### src/cdcmc_pkg.sv
// Constants and carriers for the converter mode and comparator setup block.
// Assumes one core clock and a register port driven by the serial interface logic.
package cdcmc_pkg;
  // ==========================================================
  // Register map
  localparam logic [7:0] CDCMC_CFG_OFFSET   = 8'h0f; // Converter configuration
  localparam logic [7:0] CDCMC_SETUP_OFFSET = 8'h0e; // Comparator setup
  localparam logic [7:0] CDCMC_CFG_RESET    = 8'h19; // Adaptive negative, enabled, continuous
  localparam logic [7:0] CDCMC_SETUP_RESET  = 8'h00; // Hysteresis on, fastest settling
  // ==========================================================
  // Converter mode encodings
  localparam logic [2:0] CDCMC_MODE_IDLE   = 3'h0; // Powered, no conversions
  localparam logic [2:0] CDCMC_MODE_CONT   = 3'h1; // Back to back conversions
  localparam logic [2:0] CDCMC_MODE_SINGLE = 3'h2; // One conversion then idle
  localparam logic [2:0] CDCMC_MODE_PDOWN  = 3'h3; // Front end powered down
  // ==========================================================
  // Comparator mode encodings
  localparam logic [1:0] CDCMC_CMP_NEG  = 2'h0; // Below
  localparam logic [1:0] CDCMC_CMP_POS  = 2'h1; // Above
  localparam logic [1:0] CDCMC_CMP_IN   = 2'h2; // Inside band
  localparam logic [1:0] CDCMC_CMP_OUT  = 2'h3; // Outside band
  // Average fraction bits and settling shift offset
  localparam int unsigned CDCMC_AVG_FRAC   = 16; // Fraction bits of running average
  localparam logic [4:0]  CDCMC_SHIFT_BASE = 5'h01; // Settling 2^(field+1) conversions
  // ==========================================================
  // Register layouts
  typedef struct packed {
    logic       fixed_threshold_select; // 1 = fixed threshold
    logic       comparator_mode_hi;     // Comparator mode msb
    logic       comparator_mode_lo;     // Comparator mode lsb
    logic       conversion_enable;      // Gates conversions
    logic       reserved3;              // Stored, unused
    logic       converter_mode_bit2;    // Reserved encodings when set
    logic       converter_mode_bit1;
    logic       converter_mode_bit0;
  } cdcmc_cfg_t;
  typedef struct packed {
    logic [1:0] upper;                  // Stored, owned by neighbour logic
    logic       reserved5;              // Stored, unused
    logic       hysteresis_disable;     // 1 = no hysteresis in adaptive mode
    logic [3:0] average_settling_select;// Settling speed of the average
  } cdcmc_setup_t;
  typedef enum logic {CDCMC_ST_IDLE, CDCMC_ST_BUSY} cdcmc_fsm_t;
  // Whole block state
  typedef struct packed {
    cdcmc_cfg_t   cfg;
    cdcmc_setup_t setup;
    cdcmc_fsm_t   fsm;
    logic [31:0]  avg;       // Running average, 16.16
    logic         avg_valid; // First result seen
    logic         flag;      // Comparator output
    logic         start;     // Conversion start pulse
    logic         pdown;     // Front end power down
    logic [7:0]   rdata;     // Read data
  } cdcmc_state_t;
endpackage

### src/cdcmc_top.sv
// Converter mode sequencing, exponential average and output comparator.
// Assumes all inputs come from logic on CORE_CLK; the register port is fed
// by the serial interface, which stays clocked even in power down.
//
// Contract
// - Hysteresis bit set disables adaptive hysteresis
// - Fixed threshold always compares without hysteresis
// - Settling field sets average settle 2..65536
// - Fixed select chooses threshold or running average
// - Modes 00/01 flag below or above
// - Modes 10/11 flag inside or outside band; with fixed threshold they never flag
// - Idle mode starts no conversions
// - Continuous mode converts back to back
// - Single mode converts once, then idles
// - Power down stops all but serial interface
// - Configuration at 0x0f resets to 0x19
// - Configuration write of a mode other than power down leaves power down
module cdcmc_top #(
  parameter int DATA_W = 16
) (
  input  wire logic              CORE_CLK,
  input  wire logic              RESET,
  input  wire logic [7:0]        REG_ADDR,
  input  wire logic              REG_WRITE,
  input  wire logic [7:0]        REG_WDATA,
  output logic      [7:0]        REG_RDATA,
  input  wire logic              CONV_DONE,
  input  wire logic [DATA_W-1:0] CONV_DATA,
  input  wire logic [DATA_W-1:0] THRESHOLD,
  input  wire logic [DATA_W-1:0] SENSITIVITY,
  input  wire logic [DATA_W-1:0] HYSTERESIS,
  input  wire logic              POWERDOWN_REQUEST,
  output logic                   CONV_START,
  output logic                   FRONTEND_POWER_DOWN,
  output logic      [DATA_W-1:0] AVERAGE,
  output logic                   COMPARE_FLAG
);
  // ==========================================================
  // State
  cdcmc_pkg::cdcmc_state_t s_reg;   // Registered state
  cdcmc_pkg::cdcmc_state_t s_next;  // Next state
  logic [2:0]              mode;    // Current converter mode
  logic [1:0]              cmp;     // Current comparator mode
  logic                    result;  // A conversion result arrives now
  logic                    hyst_on; // Hysteresis applies
  logic signed [DATA_W+2:0] d_s, avg_s, lo_s, hi_s, m_s, thr_s; // Compare operands
  logic signed [32:0]      diff;    // Data minus average, 16.16
  logic [4:0]              shift;   // Average shift
  logic                    hit;     // Comparator decision

  assign mode   = {s_reg.cfg.converter_mode_bit2, s_reg.cfg.converter_mode_bit1,
                   s_reg.cfg.converter_mode_bit0};
  assign cmp    = {s_reg.cfg.comparator_mode_hi, s_reg.cfg.comparator_mode_lo};
  assign result = (s_reg.fsm == cdcmc_pkg::CDCMC_ST_BUSY) && CONV_DONE;

  // ==========================================================
  // Comparator operands; extra headroom keeps average minus sensitivity signed
  always_comb
  begin
    d_s   = signed'({3'h0, CONV_DATA});
    avg_s = signed'({3'h0, s_reg.avg[31:cdcmc_pkg::CDCMC_AVG_FRAC]});
    thr_s = signed'({3'h0, THRESHOLD});
    lo_s  = avg_s - signed'({3'h0, SENSITIVITY});
    hi_s  = avg_s + signed'({3'h0, SENSITIVITY});
    // Fixed mode never uses hysteresis, adaptive only while bit is clear
    hyst_on = !s_reg.cfg.fixed_threshold_select
              && !s_reg.setup.hysteresis_disable;
    // Margin holds an active flag until data clears the band by the hysteresis
    m_s = (hyst_on && s_reg.flag) ? signed'({3'h0, HYSTERESIS}) : '0;
    hit = 1'b0;
    if (s_reg.cfg.fixed_threshold_select)
    begin
      // Compare against programmed threshold
      unique case (cmp)
        cdcmc_pkg::CDCMC_CMP_NEG: hit = d_s < thr_s;
        cdcmc_pkg::CDCMC_CMP_POS: hit = d_s > thr_s;
        default:                  hit = 1'b0;              // Window undefined
      endcase
    end
    else
    begin
      // Compare against running average band
      unique case (cmp)
        cdcmc_pkg::CDCMC_CMP_NEG: hit = d_s < lo_s + m_s;
        cdcmc_pkg::CDCMC_CMP_POS: hit = d_s > hi_s - m_s;
        cdcmc_pkg::CDCMC_CMP_IN:  hit = (d_s > lo_s - m_s) && (d_s < hi_s + m_s);
        cdcmc_pkg::CDCMC_CMP_OUT: hit = (d_s < lo_s + m_s) || (d_s > hi_s - m_s);
      endcase
    end
  end

  // ==========================================================
  // Next state: sequencing, average, registers
  always_comb
  begin
    s_next       = s_reg;
    s_next.start = 1'b0;
    // Settling of 2^(field+1) conversions maps to a shift of field+1
    shift = cdcmc_pkg::CDCMC_SHIFT_BASE + {1'b0, s_reg.setup.average_settling_select};
    diff  = signed'({1'b0, CONV_DATA, 16'h0000}) - signed'({1'b0, s_reg.avg});
    unique case (s_reg.fsm)
      cdcmc_pkg::CDCMC_ST_IDLE:
      begin
        // Idle and power down start nothing; enable gates the rest
        if (s_reg.cfg.conversion_enable
            && (mode == cdcmc_pkg::CDCMC_MODE_CONT || mode == cdcmc_pkg::CDCMC_MODE_SINGLE))
        begin
          s_next.start = 1'b1;
          s_next.fsm   = cdcmc_pkg::CDCMC_ST_BUSY;
        end
      end
      cdcmc_pkg::CDCMC_ST_BUSY:
      begin
        if (CONV_DONE)
        begin
          // Flag follows results only
          s_next.flag      = hit;
          s_next.avg_valid = 1'b1;
          // First result seeds the average, later ones decay toward data
          if (!s_reg.avg_valid)
            s_next.avg = {CONV_DATA, 16'h0000};
          else
            s_next.avg = s_reg.avg + 32'(diff >>> shift);
          // Single shot falls back to idle by itself
          if (mode == cdcmc_pkg::CDCMC_MODE_SINGLE)
            {s_next.cfg.converter_mode_bit2, s_next.cfg.converter_mode_bit1,
             s_next.cfg.converter_mode_bit0} = cdcmc_pkg::CDCMC_MODE_IDLE;
          // Back to idle; restarts next cycle in continuous mode
          s_next.fsm = cdcmc_pkg::CDCMC_ST_IDLE;
        end
        else if (!s_reg.cfg.conversion_enable
                 || (mode != cdcmc_pkg::CDCMC_MODE_CONT && mode != cdcmc_pkg::CDCMC_MODE_SINGLE))
          // Mode left mid conversion, the pending result is dropped
          s_next.fsm = cdcmc_pkg::CDCMC_ST_IDLE;
      end
    endcase
    // Power down timer request from neighbouring logic
    if (POWERDOWN_REQUEST)
      {s_next.cfg.converter_mode_bit2, s_next.cfg.converter_mode_bit1,
       s_next.cfg.converter_mode_bit0} = cdcmc_pkg::CDCMC_MODE_PDOWN;
    // Host writes last so they win over hardware mode changes
    if (REG_WRITE && REG_ADDR == cdcmc_pkg::CDCMC_CFG_OFFSET)
      s_next.cfg = cdcmc_pkg::cdcmc_cfg_t'(REG_WDATA);
    if (REG_WRITE && REG_ADDR == cdcmc_pkg::CDCMC_SETUP_OFFSET)
      s_next.setup = cdcmc_pkg::cdcmc_setup_t'(REG_WDATA);
    // Front end off only in the power down code
    s_next.pdown = ({s_next.cfg.converter_mode_bit2, s_next.cfg.converter_mode_bit1,
                     s_next.cfg.converter_mode_bit0} == cdcmc_pkg::CDCMC_MODE_PDOWN);
    // A start launched as power down lands would hit a dead front end
    if (s_next.pdown)
    begin
      s_next.start = 1'b0;
      s_next.fsm   = cdcmc_pkg::CDCMC_ST_IDLE;
    end
    // Read data, one cycle after the address; unmapped reads zero
    if (REG_ADDR == cdcmc_pkg::CDCMC_CFG_OFFSET)
      s_next.rdata = s_reg.cfg;
    else if (REG_ADDR == cdcmc_pkg::CDCMC_SETUP_OFFSET)
      s_next.rdata = s_reg.setup;
    else
      s_next.rdata = 8'h00;
  end

  // ==========================================================
  // State register
  always_ff @(posedge CORE_CLK or posedge RESET)
  begin
    if (RESET)
    begin
      s_reg       <= '0;
      s_reg.cfg   <= cdcmc_pkg::CDCMC_CFG_RESET;
      s_reg.setup <= cdcmc_pkg::CDCMC_SETUP_RESET;
    end
    else
      s_reg <= s_next;
  end

  // Outputs straight from flops
  assign REG_RDATA           = s_reg.rdata;
  assign CONV_START          = s_reg.start;
  assign FRONTEND_POWER_DOWN = s_reg.pdown;
  assign AVERAGE             = s_reg.avg[31:cdcmc_pkg::CDCMC_AVG_FRAC];
  assign COMPARE_FLAG        = s_reg.flag;

  logic no_wr; // No host or timer action this cycle
  assign no_wr = !REG_WRITE && !POWERDOWN_REQUEST;
endmodule

### config.mk
export PLATFORM = sky130hd
export DESIGN_NAME = cdcmc_top
export DESIGN_NICKNAME = d
export VERILOG_FILES = /design/src/cdcmc_pkg.sv /design/src/cdcmc_top.sv
export SDC_FILE = /design/constraint.sdc
export NUM_CORES = 1
export LEC_CHECK = 0
export BUFFER_PORTS_ARGS = -buffer_cell sky130_fd_sc_hd__buf_2
export CAP_MARGIN = 20
export CORE_AREA = 2 2 201 203
export CTS_CLUSTER_DIAMETER = 30
export DETAILED_ROUTE_END_ITERATION = 10
export DIE_AREA = 0 0 203 205
export PLACE_DENSITY_LB_ADDON = 0.08
export SYNTH_ARGS = -nofsm -noshare
export SYNTH_HDL_FRONTEND = slang
export SYNTH_SLANG_ARGS = --single-unit
export TNS_END_PERCENT = 50
### constraint.sdc
create_clock -name CORE_CLK -period 7.6 [get_ports CORE_CLK]
set_input_delay 0.38 -clock CORE_CLK [delete_from_list [all_inputs] [get_ports CORE_CLK]]
set_output_delay 0.38 -clock CORE_CLK [all_outputs]
set_load 0.01 [all_outputs]
# [Word level (Yosys, flattened, before mapping)]
# Cells that the tools add are included.
[totals] inputBits=85 ff_bits=61 output_inout_bits=27
[classes] bitwise=1 n_eq_ne=10 order_cmp=6 n_addsub=9 reduce_logical=15 n_mux=19 shift=1
[op_table] op="greater-than comparator 17 x 18 -> 1 bit" count=2
[op_table] op=">>> shifter 33 x 5 -> 32 bit" count=1
[op_table] op="subtractor 32 x 32 -> 33 bit" count=1
[op_table] op="adder 32 bit" count=1
[op_table] op="two-way mux 32 bit" count=1
[op_table] op="adder 17 x 16 -> 18 bit" count=1
[op_table] op="adder 17 x 17 -> 18 bit" count=1
[op_table] op="< comparator 16 x 18 -> 1 bit" count=1
[op_table] op="< comparator 17 x 18 -> 1 bit" count=1
[op_table] op="subtractor 17 x 16 -> 18 bit" count=1
[op_table] op="subtractor 17 x 17 -> 18 bit" count=1
[op_table] op="adder 16 x 16 -> 17 bit" count=1
[op_table] op="subtractor 16 x 16 -> 17 bit" count=1
[op_table] op="equality test 8 x 4 -> 1 bit, second input constant" count=2
[op_table] op="greater-than comparator 16 bit" count=1
[op_table] op="< comparator 16 bit" count=1
[op_table] op="two-way mux 16 bit" count=1
[op_table] op="two-way mux 8 bit" count=2
[op_table] op="two-way mux 3 bit" count=5
[op_table] op="logical AND 1 bit" count=7
[op_table] op="two-way mux 1 bit" count=7
[op_table] op="equality test 3 x 2 -> 1 bit, second input constant" count=2
[op_table] op="adder 1 x 4 -> 5 bit, first input constant" count=1
[op_table] op="equality test 2 bit, second input constant" count=2
[op_table] op="other kinds (11)" count=16

# [Longest topological paths before layout]
[logic_depth] ltp_word=9 depth_mapped=30 mapped_depth_nobuf=30

# [Worst setup path before layout]
# Ideal clock, no wire load.
[synth_path] path_type="register -> register" start="register s_reg, in the netlist AVERAGE[4]" end="register s_reg, in the netlist AVERAGE[15]" stages_incl_launch_ff=24 path_slack_ns=2.101 arrival_time_ns=5.353 required_ns=7.454 setup_ns=0.146 n_path_buf=0 path_cell_list="dfrtp_1 -> inv_1 -> ha_1 -> a211oi_1 -> nor2_1 -> a211oi_2 -> a21o_1 -> nand2_1 -> o311ai_1 -> a2bb2oi_1 -> a21boi_1 -> a211oi_1 -> a21oi_1 -> ha_1 -> a21o_1 -> a31o_2 -> o21a_1 -> o21a_1 -> a311oi_1 -> o211ai_1 -> a31oi_1 -> xnor2_1 -> mux2i_1 -> a221oi_1"
[synth_between] elab_chain_cells=4
[synth_rtl] element="start: declaration" line_no="cdcmc_top.sv:40" rtl="cdcmc_pkg::cdcmc_state_t s_reg;"
[synth_rtl] element="start signal: assignment" line_no="cdcmc_top.sv:175" rtl="s_reg <= s_next;"
[synth_rtl] element="subtractor 32 x 32 -> 33 bit" line_no="cdcmc_top.sv:100" rtl="diff = signed'({1'b0, CONV_DATA, 16'h0000}) - signed'({1'b0, s_reg.avg});"
[synth_rtl] element=">>> shifter 33 x 5 -> 32 bit" line_no="cdcmc_top.sv:123" rtl="s_next.avg = s_reg.avg + 32'(diff >>> shift);"
[synth_rtl] element="adder 32 bit (*)" line_no="cdcmc_top.sv:123"
[synth_rtl] element="two-way mux 32 bit (*)" line_no="cdcmc_top.sv:120" rtl="if (!s_reg.avg_valid)"
# Every way passes the cells marked *; elsewhere a longest branch is shown, timed or not.
# A chain may end at the register's enable or synchronous reset.

# [Final worst setup path]
[layout_path] start="register s_reg, in the netlist AVERAGE[1]" end="register s_reg, in the netlist AVERAGE[15]"
# The elaborated chain is that of the path after synthesis.

==> impl_metrics.py <==
metrics = {
    "run_status": {
        "status": "finished, final reports clean",
    },
    "die": {
        "design.core.area_sq_um": 39370,
        "design.die.area_sq_um": 41620,
        "die_x_um": 203,
        "start_util": 0.3485,
        "rows": 73,
        "io-pin-count": 112,
        "die-height_um": 205,
    },
    "worst_hold_path": {
        "holdCritPathClass": "input port to flop",
        "worstHoldStart": "REG_WDATA[0]",
        "min_path_cells": 3,
        "min_to": "s_reg[45]",
    },
    "final_layout": {
        "drive_gt1_frac": 0.1092,
        "multiInputGateArea_sq_um": 11200,
        "layout.nets": 2214,
        "regArea_sq_um": 1531,
        "finish.utilization": 0.3790,
        "nFillCells": 4198,
        "syn_to_final_growth_pct": 8.764,
        "largest_register_ff_count": 29,
    },
    "route": {
        "routedWlPerCell_um": 19.56,
        "via_per_inst": 5.576,
        "ant_nets": 0,
        "drt_iter0_markers": 722,
        "dr.pass1.iters": 5,
        "wl_um": 47550,
        "drc": 0,
        "via_count": 13560,
    },
    "worst_setup_path": {
        "cp_max_fo": 7,
        "critPathBufInv": 3,
        "r2r_slack_ns": 0.94,
        "ff2ff_path_depth": 25,
        "r2r-end": "AVERAGE[15]",
        "critPathKind": "flop to flop",
        "crit_path_start_kind": "flop",
        "critPathSlowestCell": "a211oi_2",
        "max_stage_delay_ns": 0.61,
        "worst_setup_path_end_kind": "flop",
        "crit_family": "compound AO/OA/AOI/OAI gates",
        "required_ns": 7.84,
        "r2r-start": "AVERAGE[1]",
        "crit_arrival_ns": 6.90,
    },
    "power_and_ir_drop": {
        "combPwrFrac": 0.566,
        "p_int_uw": 983.8,
        "leakage_uw": 0.007097,
        "p_switching_uw": 791.7,
        "clockPowerShare": 0.244,
        "p_seq_frac": 0.190,
        "irDropWorstVdd_mv": 0.1106,
        "p_sw_frac": 0.4459,
        "power.density_nw_per_um2": 119.0,
    },
    "global_route": {
        "gr-max-usage-layer": "met2",
        "use_met1": 0.2683,
        "grt_pass1_vias": 13370,
        "met3_usage": 0.01543,
        "grt_use_met2": 0.4373,
        "grt_pass1_wl_um": 73640,
        "antenna_found_initial": 0,
        "grt_overflow_total": 0,
        "grt_max_degree": 62,
        "grtUsageTotal": 0.2265,
    },
    "sta": {
        "skew_ns": 0.01099,
        "setup_viol": 0,
        "relSlewSlack": 0.3956,
        "worstMarginPinSlew_ns": 0.8983,
        "timing.fmax_mhz": 150.2,
        "grt_setup_unrepaired": "no",
        "setup_tns_ns": 0,
        "maxSlewViolCount": 0,
        "timing.final.hold_violations": 0,
        "fin_crit_sh": 0.8761,
        "min_period_ns": 6.659,
    },
    "logic_synthesis": {
        "synth_area_per_cell_sq_um": 7.372,
        "ys_types": 94,
        "synth_seq_area_share": 0.1115,
        "synth_area_leaders": "ha_1 20%, dfrtp_1 11%, a21oi_1 6.2%, xnor2_1 5.4%, nor2_1 5.0%",
        "synth_warnings": 0,
        "synth-edff-count": 0,
        "syn_area_sq_um": 13720,
        "async_reset_ff_frac": 1.000,
        "ys_ff_latch": 61,
        "synthTopCellsByCount": "223 x ha_1, 182 x nor2_1, 171 x a21oi_1, 147 x nand2_1, 137 x inv_1",
        "synth.most_common_cell": "ha_1",
        "syn_inst": 1861,
        "yosysTopAreaCell": "ha_1",
        "synth_nets": 2176,
        "dominantRegCellSynth": "dfrtp_1",
        "synth_top_area_share": 0.2034,
    },
    "clock_network": {
        "clockBufferDepth": 2,
        "cts_setup_buffers": 0,
        "cts_buffers": 9,
        "htreeDepth": 3,
        "cts-root-buf": "clkbuf_16",
        "worstSkewPairLatency_ns": 0.35,
        "clock-sinks": 61,
        "cts_tree": "built",
        "path_clk_slew_ns": 0.06,
        "cts_resized": 0,
        "hold_buffers": 0,
    },
    "flow_run": {
        "drv_cap": 0,
    },
    "placed_design": {
        "port_buffers": 111,
        "gp_congestion": 0.9248,
        "hpwl_um": 38990,
    },
}
-- layer usage --
| metal | routed length, um | vias to the layer above |
|---|---|---|
| met5 | 0 | - |
| met4 | 1084 | 0 |
| met3 | 1221 | 55 |
| met2 | 24800 | 257 |
| met1 | 20440 | 6458 |
| li1 | - | 6785 |
-- kinds of logic after synthesis --
family	after synthesis	synth area share
compound gates	567	0.2670
xor+xnor	117	0.07469
mux	72	0.06010
buf+inv	243	0.07405
simple gates	570	0.1983
fa+ha+maj	231	0.2143
flops	61	0.1115
-- cells in the final DEF, fill, tap and decap left out, types with 6 or more instances in the layout --
cell type  count
a211oi_1      35
a21o_1        43
a21oi_1      171
a221oi_1       7
a311oi_1       6
a31oi_1       15
and3_1        20
buf_2        111
buf_4         20
clkbuf_16      9
dfrtp_1       57
fa_1           7
ha_1         223
inv_1        136
mux2_2        18
mux2i_1       46
mux4_2         6
nand2_1      147
nand2b_1      20
nand3_1       32
nand4_1       20
nor2_1       182
nor2b_1       33
nor3_1        49
nor4_1        11
o211ai_1      26
o21a_1        23
o21ai_0      112
o21bai_1      19
o22ai_1       10
o31a_1         9
o31ai_1       11
o41ai_1        7
or2_2          7
or3_1         17
xnor2_1       82
xor2_1        32
-- layout make-up --
class / count / share of cell area
Inverter: 139 / 0.03497
Sequential cell: 61 / 0.1026
Multi-Input combinational cell: 1557 / 0.7506
Timing Repair Buffer: 131 / 0.04729
Clock inverter: 7 / 0.005031
Antenna cell: 2 / 0.0003354
Tap cell: 525 / 0.04402
Clock buffer: 9 / 0.01509
-- worst reg2reg max path: cells and delay by family (launching register included) --
family,cells,cell delay [ns]
compound gates,15,4.09
fa+ha+maj,2,0.81
buf+inv,3,0.55
flops,1,0.50
simple gates,3,0.32
xor+xnor,1,0.16
mux,1,0.10
-- power by group through the flow --
stage	Clock (uW)	Combinational, uW	Sequential, uW
after CTS	444	1010	337
after global placement	0	1000	343
after floorplan	0	720	337
final	433	1000	338
after detailed placement	0	1000	343
after global routing	456	1120	338
-- worst max path at each step --
stage	startpoint	to	slack [ns]	depth (start not counted)
after floorplan	AVERAGE[4]	AVERAGE[15]	2.10	23
after global placement	CONV_DATA[4]	AVERAGE[15]	0.98	25
after detailed placement	CONV_DATA[4]	AVERAGE[15]	0.97	25
after CTS	AVERAGE[1]	AVERAGE[15]	0.97	25
after global routing	AVERAGE[1]	AVERAGE[15]	0.38	25
final	AVERAGE[1]	AVERAGE[15]	0.94	25
-- per-stage QoR --
step,hold WS (ns),cells,instance area (sq um),setup WS (ns),total power (uW)
finish,0.2601,2431,14920,0.9414,1776
global route,0.2742,2429,14920,0.3786,1915
CTS,0.2511,2429,14920,0.9708,1787
detailed placement,0.4358,2413,14620,0.9681,1343
global placement,0.4315,2413,14620,0.9767,1343
floorplan,0.4136,1861,13720,2.102,1057
(Power assumes the default switching activity.)
